===== config.mk =====
export PLATFORM = sky130hd
export DESIGN_NAME = encoder_commutation_outputs
export DESIGN_NICKNAME = d
export VERILOG_FILES = /design/src/verilog/enc_pkg.sv /design/src/verilog/uvw_sector.sv /design/src/verilog/encoder_commutation_outputs.sv
export SDC_FILE = /design/constraint.sdc
export NUM_CORES = 1
export LEC_CHECK = 0
export BUFFER_PORTS_ARGS = -buffer_cell sky130_fd_sc_hd__buf_2
export CAP_MARGIN = 20
export CORE_UTILIZATION = 66
export CTS_CLUSTER_DIAMETER = 100
export DETAILED_ROUTE_END_ITERATION = 12
export GPL_ROUTABILITY_DRIVEN = 0
export PLACE_DENSITY = 0.84
export SLEW_MARGIN = 40
export SYNTH_ARGS = -nofsm -noshare
export SYNTH_HDL_FRONTEND = slang
export SYNTH_SLANG_ARGS = --single-unit

===== constraint.sdc =====
create_clock -name hclk -period 13.3 [get_ports hclk]
set_input_delay 0 -clock hclk [delete_from_list [all_inputs] [get_ports hclk]]
set_output_delay 0 -clock hclk [all_outputs]
set_load 0.005 [all_outputs]

===== src/verilog/enc_pkg.sv =====
/*
  constants, register map and carriers for the angle encoder and commutation outputs.
  assumes one 250 mhz clock and 14-bit angle samples.
*/
package enc_pkg;

  localparam int CLK_PERIOD_NS    = 4;
  localparam int SAMPLE_PERIOD_NS = 1000;
  localparam int SAMPLE_CYCLES    = SAMPLE_PERIOD_NS / CLK_PERIOD_NS;
  localparam int SLEW_STEP_NS     = 125;

  localparam int ANGLE_W = 14;
  localparam int POS_W   = 13;

  localparam logic [7:0] CTRL_OFFSET   = 8'h00;
  localparam logic [7:0] OUTCFG_OFFSET = 8'h04;
  localparam logic [7:0] HYST_OFFSET   = 8'h08;
  localparam logic [7:0] WARN_OFFSET   = 8'h0c;
  localparam logic [7:0] MASK_OFFSET   = 8'h10;
  localparam logic [7:0] STATE_OFFSET  = 8'h14;

  localparam int ENC_INV_BIT   = 0;
  localparam int ROT_REV_BIT   = 1;
  localparam int COMM_MODE_BIT = 2;
  localparam int IDX_W_LSB     = 4;
  localparam int GRAN_LSB      = 0;
  localparam int ROUTE_BIT     = 12;
  localparam int SLEW_LSB      = 16;
  localparam int HYST_LSB      = 12;
  localparam int WARN_SLEW_BIT = 0;
  localparam int WARN_ZERO_BIT = 1;
  localparam int STAT_POS_LSB  = 0;
  localparam int STAT_DIR_BIT  = 16;
  localparam int STAT_ABI_LSB  = 20;
  localparam int STAT_UVW_LSB  = 24;

  localparam logic [5:0] SLEW_RESET  = 6'h08;
  localparam logic [3:0] GRAN_RESET  = 4'h3;
  localparam logic [5:0] HYST_RESET  = 6'h00;
  localparam logic [1:0] IDX_W_RESET = 2'h0;

  localparam logic [3:0] RES_MIN = 4'h3;
  localparam logic [3:0] RES_MAX = 4'he;

  localparam logic [13:0] HALF_TURN      = 14'h2000;
  localparam logic [13:0] THIRD_TURN     = 14'h1555;
  localparam logic [13:0] TWO_THIRD_TURN = 14'h2aab;

  typedef struct packed {
    logic a;
    logic b;
    logic index;
  } abi_s;

  typedef struct packed {
    logic u;
    logic v;
    logic w;
  } uvw_s;

endpackage


===== src/verilog/uvw_sector.sv =====
/*
  three-phase commutation pattern from a mechanical angle and a pole-pair count.
  assumes a 14-bit angle, one full turn spanning the whole code range.
*/
`timescale 1ns/1ns
module uvw_sector
  import enc_pkg::*;
(
  input  wire logic [13:0] angle,
  input  wire logic [3:0]  pairs_m1,
  output enc_pkg::uvw_s    phases
);

  wire logic [17:0] scaled;
  wire logic [13:0] elec;
  wire logic [13:0] elec_v;
  wire logic [13:0] elec_w;

  // electrical angle repeats pairs_m1+1 times per turn
  assign scaled = 18'(angle) * (18'(pairs_m1) + 18'h1);
  assign elec   = scaled[13:0];

  // each phase high for half a cycle, a third of a cycle apart
  assign elec_v   = elec - THIRD_TURN;
  assign elec_w   = elec - TWO_THIRD_TURN;
  assign phases.u = elec < HALF_TURN;
  assign phases.v = elec_v < HALF_TURN;
  assign phases.w = elec_w < HALF_TURN;

endmodule


===== src/verilog/encoder_commutation_outputs.sv =====
/*
  quadrature a/b/index and u/v/w commutation output stage with an ahb-lite register slave.
  assumes angle_in is a 14-bit shaft angle synchronous to hclk, a single zero-wait slave.
*/
`timescale 1ns/1ns
module encoder_commutation_outputs
  import enc_pkg::*;
(
  input  wire logic        hclk,
  input  wire logic        hresetn,
  input  wire logic        hsel,
  input  wire logic [31:0] haddr,
  input  wire logic [1:0]  htrans,
  input  wire logic        hwrite,
  input  wire logic [2:0]  hsize,
  input  wire logic [31:0] hwdata,
  input  wire logic        hready,
  output logic             hreadyout,
  output logic [31:0]      hrdata,
  output logic             hresp,
  input  wire logic [13:0] angle_in,
  output enc_pkg::abi_s    abi_out,
  output enc_pkg::uvw_s    uvw_out,
  output logic             irq
);

  function automatic logic hit(input logic [7:0] a, input logic [7:0] off);
    return a == off;
  endfunction

  // register state
  logic        wr_pend_reg;
  logic [7:0]  wr_addr_reg;
  logic [31:0] rdata_reg;
  logic        enc_inv_reg;
  logic        rot_rev_reg;
  logic        comm_reg;
  logic [1:0]  idx_w_reg;
  logic [3:0]  gran_reg;
  logic        route_reg;
  logic [5:0]  slew_reg;
  logic [5:0]  hyst_reg;
  logic [1:0]  warn_reg;
  logic [1:0]  warn_next;
  logic [1:0]  mask_reg;

  // datapath state
  logic [7:0]  smp_cnt_reg;
  logic        first_reg;
  logic [13:0] ang_reg;
  logic [13:0] hang_reg;
  logic        hdir_reg;
  logic [12:0] pos_reg;
  logic [12:0] pos_next;
  logic [10:0] slew_cnt_reg;
  abi_s        abi_reg;
  uvw_s        uvw_reg;

  wire logic        addr_phase;
  wire logic [31:0] rd_data;
  wire logic [31:0] state_word;
  wire logic        sample_tick;
  wire logic [13:0] ang_dir;
  wire logic [13:0] hdiff;
  wire logic [13:0] hfwd;
  wire logic [13:0] hback;
  wire logic        h_adv;
  wire logic        h_flip;
  wire logic [13:0] proc_ang;
  wire logic [3:0]  res;
  wire logic [3:0]  shift;
  wire logic [12:0] qmask;
  wire logic [12:0] qhalf;
  wire logic [12:0] target;
  wire logic [12:0] delta;
  wire logic        lag;
  wire logic        up;
  wire logic        slew_on;
  wire logic [10:0] slew_cycles;
  wire logic        slew_ready;
  wire logic        step;
  wire logic        slew_evt;
  wire logic        zero_evt;
  wire logic [2:0]  idx_width;
  wire abi_s        abi_raw;
  wire uvw_s        uvw_raw;

  // ahb-lite slave, zero wait states, always okay
  assign hreadyout  = 1'b1;
  assign hresp      = 1'b0;
  assign hrdata     = rdata_reg;
  assign addr_phase = hsel && htrans[1] && hready;
  // a read in a write's data phase still returns the register's old value

  always_ff @(posedge hclk or negedge hresetn)
  begin
    if (!hresetn)
    begin
      wr_pend_reg <= 1'b0;
      wr_addr_reg <= 8'h00;
      rdata_reg   <= 32'h0000_0000;
    end
    else
    begin
      wr_pend_reg <= addr_phase && hwrite;
      if (addr_phase)
        wr_addr_reg <= haddr[7:0];
      if (addr_phase && !hwrite)
        rdata_reg <= rd_data;
    end
  end

  wire logic wr_ctrl   = wr_pend_reg && hit(wr_addr_reg, CTRL_OFFSET);
  wire logic wr_outcfg = wr_pend_reg && hit(wr_addr_reg, OUTCFG_OFFSET);
  wire logic wr_hyst   = wr_pend_reg && hit(wr_addr_reg, HYST_OFFSET);
  wire logic wr_warn   = wr_pend_reg && hit(wr_addr_reg, WARN_OFFSET);
  wire logic wr_mask   = wr_pend_reg && hit(wr_addr_reg, MASK_OFFSET);

  assign state_word = (32'(pos_reg) << STAT_POS_LSB)
                    | (32'(hdir_reg) << STAT_DIR_BIT)
                    | (32'(abi_reg) << STAT_ABI_LSB)
                    | (32'(uvw_reg) << STAT_UVW_LSB);

  // unmapped addresses read as zero
  assign rd_data =
      hit(haddr[7:0], CTRL_OFFSET)   ? ((32'(enc_inv_reg) << ENC_INV_BIT)
                                      | (32'(rot_rev_reg) << ROT_REV_BIT)
                                      | (32'(comm_reg) << COMM_MODE_BIT)
                                      | (32'(idx_w_reg) << IDX_W_LSB)) :
      hit(haddr[7:0], OUTCFG_OFFSET) ? ((32'(gran_reg) << GRAN_LSB)
                                      | (32'(route_reg) << ROUTE_BIT)
                                      | (32'(slew_reg) << SLEW_LSB)) :
      hit(haddr[7:0], HYST_OFFSET)   ? (32'(hyst_reg) << HYST_LSB) :
      hit(haddr[7:0], WARN_OFFSET)   ? 32'(warn_reg) :
      hit(haddr[7:0], MASK_OFFSET)   ? 32'(mask_reg) :
      hit(haddr[7:0], STATE_OFFSET)  ? state_word : 32'h0000_0000;

  always_ff @(posedge hclk or negedge hresetn)
  begin
    if (!hresetn)
    begin
      enc_inv_reg <= 1'b0;
      rot_rev_reg <= 1'b0;
      comm_reg    <= 1'b0;
      idx_w_reg   <= IDX_W_RESET;
      gran_reg    <= GRAN_RESET;
      route_reg   <= 1'b0;
      slew_reg    <= SLEW_RESET;
      hyst_reg    <= HYST_RESET;
      mask_reg    <= 2'h0;
    end
    else
    begin
      if (wr_ctrl)
      begin
        enc_inv_reg <= hwdata[ENC_INV_BIT];
        rot_rev_reg <= hwdata[ROT_REV_BIT];
        comm_reg    <= hwdata[COMM_MODE_BIT];
        idx_w_reg   <= hwdata[IDX_W_LSB +: 2];
      end
      if (wr_outcfg)
      begin
        gran_reg  <= hwdata[GRAN_LSB +: 4];
        route_reg <= hwdata[ROUTE_BIT];
        slew_reg  <= hwdata[SLEW_LSB +: 6];
      end
      if (wr_hyst)
        hyst_reg <= hwdata[HYST_LSB +: 6];
      if (wr_mask)
        mask_reg <= hwdata[1:0];
    end
  end

  // warning flags: write one to clear, a new event wins over the clear
  assign warn_next = (warn_reg & ~(wr_warn ? hwdata[1:0] : 2'h0))
                   | ({1'b0, slew_evt} << WARN_SLEW_BIT)
                   | ({1'b0, zero_evt} << WARN_ZERO_BIT);
  assign irq       = |(warn_reg & mask_reg);

  always_ff @(posedge hclk or negedge hresetn)
  begin
    if (!hresetn)
      warn_reg <= 2'h0;
    else
      warn_reg <= warn_next;
  end

  // angle sample strobe every microsecond
  assign sample_tick = smp_cnt_reg == 8'(SAMPLE_CYCLES - 1);

  always_ff @(posedge hclk or negedge hresetn)
  begin
    if (!hresetn)
      smp_cnt_reg <= 8'h00;
    else
      smp_cnt_reg <= sample_tick ? 8'h00 : smp_cnt_reg + 8'h01;
  end

  // reverse mirrors the angle so it decreases
  assign ang_dir = rot_rev_reg ? 14'(~angle_in + 14'h1) : angle_in;

  // hysteresis: follow forward motion, flip head once window is left
  // direction resets to increasing, window starts behind the first sample
  assign hdiff  = ang_dir - hang_reg;
  assign hfwd   = hdir_reg ? 14'(~hdiff + 14'h1) : hdiff;
  assign hback  = 14'(~hfwd + 14'h1);
  assign h_adv  = !hfwd[13] && (hfwd != 14'h0000);
  assign h_flip = hfwd[13] && (hback > 14'(hyst_reg));

  always_ff @(posedge hclk or negedge hresetn)
  begin
    if (!hresetn)
    begin
      first_reg <= 1'b1;
      ang_reg   <= 14'h0000;
      hang_reg  <= 14'h0000;
      hdir_reg  <= 1'b0;
    end
    else if (sample_tick)
    begin
      first_reg <= 1'b0;
      ang_reg   <= ang_dir;
      if (first_reg || h_adv)
        hang_reg <= ang_dir;
      else if (h_flip)
      begin
        hang_reg <= ang_dir;
        hdir_reg <= ~hdir_reg;
      end
    end
  end

  assign proc_ang = route_reg ? hang_reg : ang_reg;

  // quadrature position at the selected resolution; out of range clamps
  assign res    = (gran_reg < RES_MIN) ? RES_MIN :
                  (gran_reg > RES_MAX) ? RES_MAX : gran_reg;
  assign shift  = res - 4'h2;
  assign qmask  = 13'h1fff >> (res - RES_MIN);
  assign qhalf  = qmask ^ (qmask >> 1);
  assign target = 13'(proc_ang >> shift) & qmask;
  assign delta  = (target - pos_reg) & qmask;
  assign lag    = delta != 13'h0000;
  assign up     = (delta & qhalf) == 13'h0000;

  // slew period (n+1)*0.125 us, rounded up to whole clocks
  assign slew_on     = slew_reg != 6'h00;
  assign slew_cycles = 11'(((int'(slew_reg) + 1) * SLEW_STEP_NS + CLK_PERIOD_NS - 1)
                           / CLK_PERIOD_NS);
  assign slew_ready  = slew_cnt_reg >= slew_cycles;
  assign step        = slew_on && lag && slew_ready;
  assign slew_evt    = slew_on && lag && !slew_ready;

  // one quadrature state per step, so gray order is kept while catching up
  always_comb
  begin
    pos_next = pos_reg;
    if (!slew_on)
      pos_next = target;
    else if (step && up)
      pos_next = (pos_reg + 13'h0001) & qmask;
    else if (step)
      pos_next = (pos_reg - 13'h0001) & qmask;
  end

  assign zero_evt = (pos_next == 13'h0000) && (pos_reg != 13'h0000);

  always_ff @(posedge hclk or negedge hresetn)
  begin
    if (!hresetn)
    begin
      pos_reg      <= 13'h0000;
      slew_cnt_reg <= 11'h000;
    end
    else
    begin
      pos_reg <= pos_next;
      // timer counts up from reset, so the first step may wait one slew period
      if (step)
        slew_cnt_reg <= 11'h001;
      else if (!slew_ready)
        slew_cnt_reg <= slew_cnt_reg + 11'h001;
    end
  end

  // states 0..3 map to ab 00, 01, 11, 10
  assign abi_raw.a = pos_reg[1];
  assign abi_raw.b = pos_reg[1] ^ pos_reg[0];

  // index covers quadrature states 0..width-1: entered at zero going up,
  // left at zero going down
  assign idx_width     = 3'(idx_w_reg) + 3'h1;
  assign abi_raw.index = pos_reg < 13'(idx_width);

  uvw_sector u_uvw_sector
  (
    .angle    (proc_ang),
    .pairs_m1 (gran_reg),
    .phases   (uvw_raw)
  );

  always_ff @(posedge hclk or negedge hresetn)
  begin
    if (!hresetn)
    begin
      abi_reg <= '0;
      uvw_reg <= '0;
    end
    else
    begin
      abi_reg <= comm_reg ? 3'h0 : (abi_raw ^ {3{enc_inv_reg}});
      uvw_reg <= comm_reg ? (uvw_raw ^ {3{enc_inv_reg}}) : 3'h0;
    end
  end

  assign abi_out = abi_reg;
  assign uvw_out = uvw_reg;

endmodule


# [After elaboration in Yosys (flattened, before gate mapping)]
# Index checks and enable logic that the tools add are counted.
[totals] reg_bits=135 latchBits=0 mem_bits_rw=0 rom_bits=0 inputBits=88 output_inout_bits=41 word_cells=151 memories=0
[op_classes] n_addsub=19 n_mul=2 div_mod_pow=0 magnitude_cmp=8 eq_ne=11 shift=2 n_mux=22 n_bitwise=28 n_reduce_logical=33
[op_table] cell="$mux 27" count=6
[op_table] cell="$mux 14" count=5
[op_table] cell="$and 13x13->13" count=5
[op_table] cell="$add 14x1->14 const B" count=3
[op_table] cell="$lt 14x14->1 const B" count=3
[op_table] cell="$not 14->14" count=3
[op_table] cell="$mux 13" count=3
[op_table] cell="$eq 8x4->1 const B" count=4
[op_table] cell="$or 23x27->27" count=1
[op_table] cell="$logic_not 13->1" count=2
[op_table] cell="$reduce_bool 13->1" count=2
[op_table] cell="$eq 8x5->1 const B" count=3
[op_table] cell="$or 17x23->23" count=1
[op_table] cell="$mux 11" count=2
[op_table] cell="$or 13x22->22" count=1
[op_table] cell="$mul 14x18->14" count=1
[op_table] cell="$or 13x17->17" count=1
[op_table] cell="$eq 8x3->1 const B" count=2
[op_table] cell="$logic_and 1x1->1" count=16
[op_table] cell="$logic_not 8->1" count=2
[op_table] cell="$sub 15x1->16 const B" count=1
[op_table] cell="$add 14x3->15 const B" count=1
[op_table] cell="$gt 14x6->1" count=1
[op_table] cell="$mul 7x7->14 const B" count=1
[op_table] cell="other kinds (46)" count=55

# [Longest topological paths before layout]
[logic_depth] word_depth=17 mapped_depth=42 mapped_depth_nobuf=41

# [Hierarchy]
# A second synthesis with hierarchy kept.
[unflattened] hier_cells=1527 area_unflattened_um2=13046.3
[by_module_without_submodules] mod="encoder_commutation_outputs" n_inst=1 cells_per_inst=1302 area_per_inst_um2=11224.5 seq_area_each_um2=3233.1
[by_module_without_submodules] mod="uvw_sector" n_inst=1 cells_per_inst=225 area_per_inst_um2=1821.7 seq_area_each_um2=0.0

# [Worst setup path after synthesis]
# No wires, ideal clock.
[synth_timing] path_type="flip-flop to flip-flop" from="register slew_reg[0]" to="register warn_reg[1]" setup_time_ns=0.092 arrival_time_ns=8.588 required_ns=13.208 slack_ns=4.620 stages_incl_launch_ff=41 n_path_buf=1 synth_period_minus_slack_ns=8.680 path_cell_list="dfrtp_1 -> ha_1 -> xor2_1 -> inv_1 -> fa_1 -> fa_1 -> inv_1 -> fa_1 -> ha_1 -> ha_1 -> and3_1 -> a21oi_1 -> o21ai_0 -> o21ai_0 -> nand2b_1 -> a21oi_1 -> nor2_1 -> o21a_1 -> [5 not listed] -> nand4b_1 -> nor2_1 -> a21boi_0 -> o21ai_0 -> nand4_1 -> xnor2_1 -> ha_1 -> nor2_1 -> o211ai_1 -> o221a_2 -> clkbuf_1 -> clkinv_1 -> a31oi_1 -> mux2i_1 -> o211ai_1 -> a211oi_1 -> or4b_4 -> o31ai_2"
[synth_via] elab_chain_cells=15 elab_cells_between_ends=18 cone_classes="add/sub (4); mul (1); order compare (1); mux (3); bitwise (2); reduce/logical (7)"
[synth_rtl] item="start, declared" line="encoder_commutation_outputs.sv:41" text="logic [5:0] slew_reg;"
[synth_rtl] item="start signal, assigned" line="encoder_commutation_outputs.sv:165" text="slew_reg <= hwdata[SLEW_LSB +: 6];"
[synth_rtl] item="$add 6x1->7" line="encoder_commutation_outputs.sv:248" text="assign slew_cycles = 11'(((int'(slew_reg) + 1) * SLEW_STEP_NS + CLK_PERIOD_NS - 1)"
[synth_rtl] item="$mul 7x7->14" line="encoder_commutation_outputs.sv:248"
[synth_rtl] item="$add 14x3->15" line="encoder_commutation_outputs.sv:248"
[synth_rtl] item="$sub 15x1->16" line="encoder_commutation_outputs.sv:248"
[synth_rtl] item="$reduce_or 2->1 (no source line)"
[synth_rtl] item="$and 1x1->1 (no source line)"
[synth_rtl] item="$add 11x1->11 (no source line)"
[synth_rtl] item="$ge 11x11->1" line="encoder_commutation_outputs.sv:250" text="assign slew_ready = slew_cnt_reg >= slew_cycles;"
[synth_rtl] item="$logic_and 1x1->1" line="encoder_commutation_outputs.sv:251" text="assign step = slew_on && lag && slew_ready;"
[synth_rtl] item="$mux 13 / $logic_and 1x1->1 (equally long branches)" line="encoder_commutation_outputs.sv:262, encoder_commutation_outputs.sv:260"
[synth_rtl] item="$mux 13" line="encoder_commutation_outputs.sv:260" text="else if (step && up)"
[synth_rtl] item="$mux 13 (*)" line="encoder_commutation_outputs.sv:258" text="if (!slew_on)"
[synth_rtl] item="$logic_not 13->1 (*)" line="encoder_commutation_outputs.sv:266" text="assign zero_evt = (pos_next == 13'h0000) && (pos_reg != 13'h0000);"
[synth_rtl] item="$logic_and 1x1->1 (*)" line="encoder_commutation_outputs.sv:266"
[synth_rtl] item="$or 2x2->2 (*)" line="encoder_commutation_outputs.sv:177" text="| ({1'b0, zero_evt} << WARN_ZERO_BIT);"
[synth_rtl] item="via warn_next[1]" line="encoder_commutation_outputs.sv:44" text="logic [1:0] warn_next;"
[synth_rtl] item="end signal, assigned" line="encoder_commutation_outputs.sv:185" text="warn_reg <= warn_next;"
[synth_rtl] item="end, declared" line="encoder_commutation_outputs.sv:43" text="logic [1:0] warn_reg;"
# Mark *: on every way through the listed nets, which the timed path passes. The rest lies on a longest branch.
# A chain may end at the register's enable or synchronous reset.

# [Worst setup path in the final report]
# Same ends and word-level chain as after synthesis.

==> impl_metrics.env <==
export IMPL_dp_hpwl_um=26260
export IMPL_crit_family="compound AO/OA/AOI/OAI gates"
export IMPL_synth_top_area_share_pct=23.59
export IMPL_hold_path_class="primary input to flop"
export IMPL_synth_top_cells_by_count="nor2_1, nand2_1, o21ai_0"
export IMPL_fmax_mhz=95.50
export IMPL_path_common_cell="ha_1"
export IMPL_clk_latency_ns=0.44
export IMPL_grt_pass1_vias=11900
export IMPL_required_ns=13.64
export IMPL_synth_area_leader_cell="dfrtp_1"
export IMPL_initial_core_util_pct=67.68
export IMPL_power_mw=2.115
export IMPL_wl_met2_um=17230
export IMPL_grt_util_all_layers_pct=35.79
export IMPL_yosysUniqueCellTypes=87
export IMPL_routed_wl_um=35370
export IMPL_route_detailed_drc=0
export IMPL_htreeDepth=4
export IMPL_clkTransAtPathRegs_ns=0.07
export IMPL_synth_cells=1601
export IMPL_syn_to_final_growth_pct=10.37
export IMPL_dieWidth_um=143.7
export IMPL_io_buffers=76
export IMPL_hold_violations=0
export IMPL_pre_cts_slack_ns=3.129
export IMPL_cts_root_buf="clkbuf_16"
export IMPL_cp_num_buf_inv=3
export IMPL_cts_tree="built"
export IMPL_rows=51
export IMPL_multiInputGateArea_um2=9296
export IMPL_cts_sinks=129
export IMPL_startpoint_type="flop"
export IMPL_async_flop_share_pct=100.0
export IMPL_clockBufferDepth=2
export IMPL_clock_skew_ns=0.01248
export IMPL_fp_dieH_um=143.7
export IMPL_vias=12350
export IMPL_worst_ep_arrival_time_ns=10.81
export IMPL_drv_cap=0
export IMPL_postSynthAreaPerCell_um2=8.281
export IMPL_top_layer="met4"
export IMPL_ys_warnings_count=0
export IMPL_setup_slack_ns=2.829
export IMPL_slowest_delay_ns=0.64
export IMPL_wl_per_cell_um=18.13
export IMPL_m1WireLength_um=14420
export IMPL_dr_pass1_iters=6
export IMPL_seqCellArea_um2=3233
export IMPL_die_area_um2=20660
export IMPL_grt_max_degree=82
export IMPL_period_needed_ns=10.47
export IMPL_largest_reg_flops=26
export IMPL_synth_most_common_cell="nor2_1"
export IMPL_worstSetupEndpointType="flop"
export IMPL_drive_gt1_share_pct=12.11
export IMPL_drt_iter0_drc=1108
export IMPL_leakagePower_nw=6.761
export IMPL_cts_setup_buffers=0
export IMPL_worst_setup_path_type="flop to flop"
export IMPL_vias_per_cell=6.332
export IMPL_nets=1921
export IMPL_cp_max_fo=18
export IMPL_synth_edf_count=0
export IMPL_rsz0062_at_grt="false"
export IMPL_grt_ovfl_total=0
export IMPL_ys_seq_area_share_pct=24.39
export IMPL_worst_slew_pin_slew_ns=0.8415
export IMPL_netlist_area_um2=13260
export IMPL_synth_seq_cells=129
export IMPL_outcome="completed"
export IMPL_pwr_density_cell_nw_per_um2=144.5
export IMPL_wl_met3_um=2447
export IMPL_fin_setup_tns_ns=0
export IMPL_ir_drop_mv=0.1092
export IMPL_n_fill_cell=1437
export IMPL_numCtsBuffers=17
export IMPL_synthFlopType="dfrtp_1"
export IMPL_core_um2=19590
export IMPL_slew_violations=0
export IMPL_synth_area_top_cells="dfrtp_1, ha_1, fa_1"
export IMPL_drtAntennaViolNets=0
export IMPL_crit_path_top_delay_cell="a31oi_1"
export IMPL_grt_pass1_wl_um=58060
export IMPL_antenna_found_initial=2
export IMPL_setup_viol=0
export IMPL_finalCritPeriodShare_pct=78.73
export IMPL_io_pins=129
export IMPL_relSlewSlack_pct=43.84
export IMPL_cts_resized=0
## layout by cell type (no fill, tap or decap), types with 20 or more instances in the layout
cell type and n:
nor2_1 170, nand2_1 162, o21ai_0 131, inv_1 130
dfrtp_1 125, ha_1 119, buf_2 75, a21oi_1 58
xnor2_1 56, mux2_2 51, fa_1 43, xor2_1 40
nand3_1 38, mux2i_1 35, dlygate4sd3_1 28, nor3_1 27
nor2b_1 24, and3_1 22, nand2b_1 22, a211oi_1 20
## final timing paths
path                             start          endpoint  slack (ns)  depth (start not counted)
max reg2reg                slew_reg[0]       warn_reg[1]        2.83                         37
min                           haddr[4]    wr_addr_reg[4]       0.006                          2
max in group asynchronous      hresetn       hang_reg[6]       12.13                          3
max                        slew_reg[0]       warn_reg[1]        2.83                         37
min reg2reg                 hrdata[11]        hrdata[11]        0.47                          2
min in group asynchronous      hresetn  slew_cnt_reg[10]        0.08                          2
## cell families (layout without fill, tap and decap cells)
group / count (synthesis) / after routing / share of synthesized area (%)
flip-flops: 129 / 129 / 24.39
AO/OA/AOI/OAI: 355 / 355 / 17.08
multiplexers: 88 / 88 / 7.257
XOR/XNOR: 98 / 98 / 6.644
adder cells (fa/ha/maj): 162 / 162 / 17.72
other: 2 / 10 / 0.05665
AND/OR/NAND/NOR: 572 / 572 / 20.93
buffers and inverters: 195 / 272 / 5.917
## per-stage QoR
stage	cells	hold slack [ns]	area (um^2)	util [%]
2_1_floorplan	1607	-0.2956	13280	-
3_3_place_gp	1889	-0.04240	13760	70.22
3_5_place_dp	1889	-0.03698	13770	70.27
4_1_cts	1949	0.0006899	14610	74.59
5_1_grt	1950	0.01586	14630	74.68
6_report	1951	0.005854	14630	74.70
## per-layer routing
metal  up-vias  track usage (%)
met5         -                0
met3       107            6.698
met4         0            15.57
met1      5950            44.07
li1       5756                -
met2       541            61.11
## timing repair
item | 4_1_cts | 5_1_grt
hold buffers | 28 | 0
setup endpoints to repair | 0 | 0
hold endpoints to repair | 86 | 0
## cell type report
cell class                 count  area share (%)
sequential                   129           22.09
multi-input combinational   1283           63.53
antenna                        2         0.03420
timing repair buffer         109           4.840
clock inverter                15          0.9662
clock buffer                  17           2.907
tap                          265           2.266
inverter                     131           3.360
## power breakdown
| part | internal, mW | leakage [nW] | switching [mW] | total, mW |
|---|---|---|---|---|
| clock | 0.247 | 0.272 | 0.208 | 0.455 |
| combinational | 0.476 | 4.93 | 0.691 | 1.17 |
| sequential | 0.432 | 1.56 | 0.0611 | 0.493 |
| total | 1.16 | 6.76 | 0.960 | 2.11 |
No activity file was read; power rests on OpenSTA's default activity.
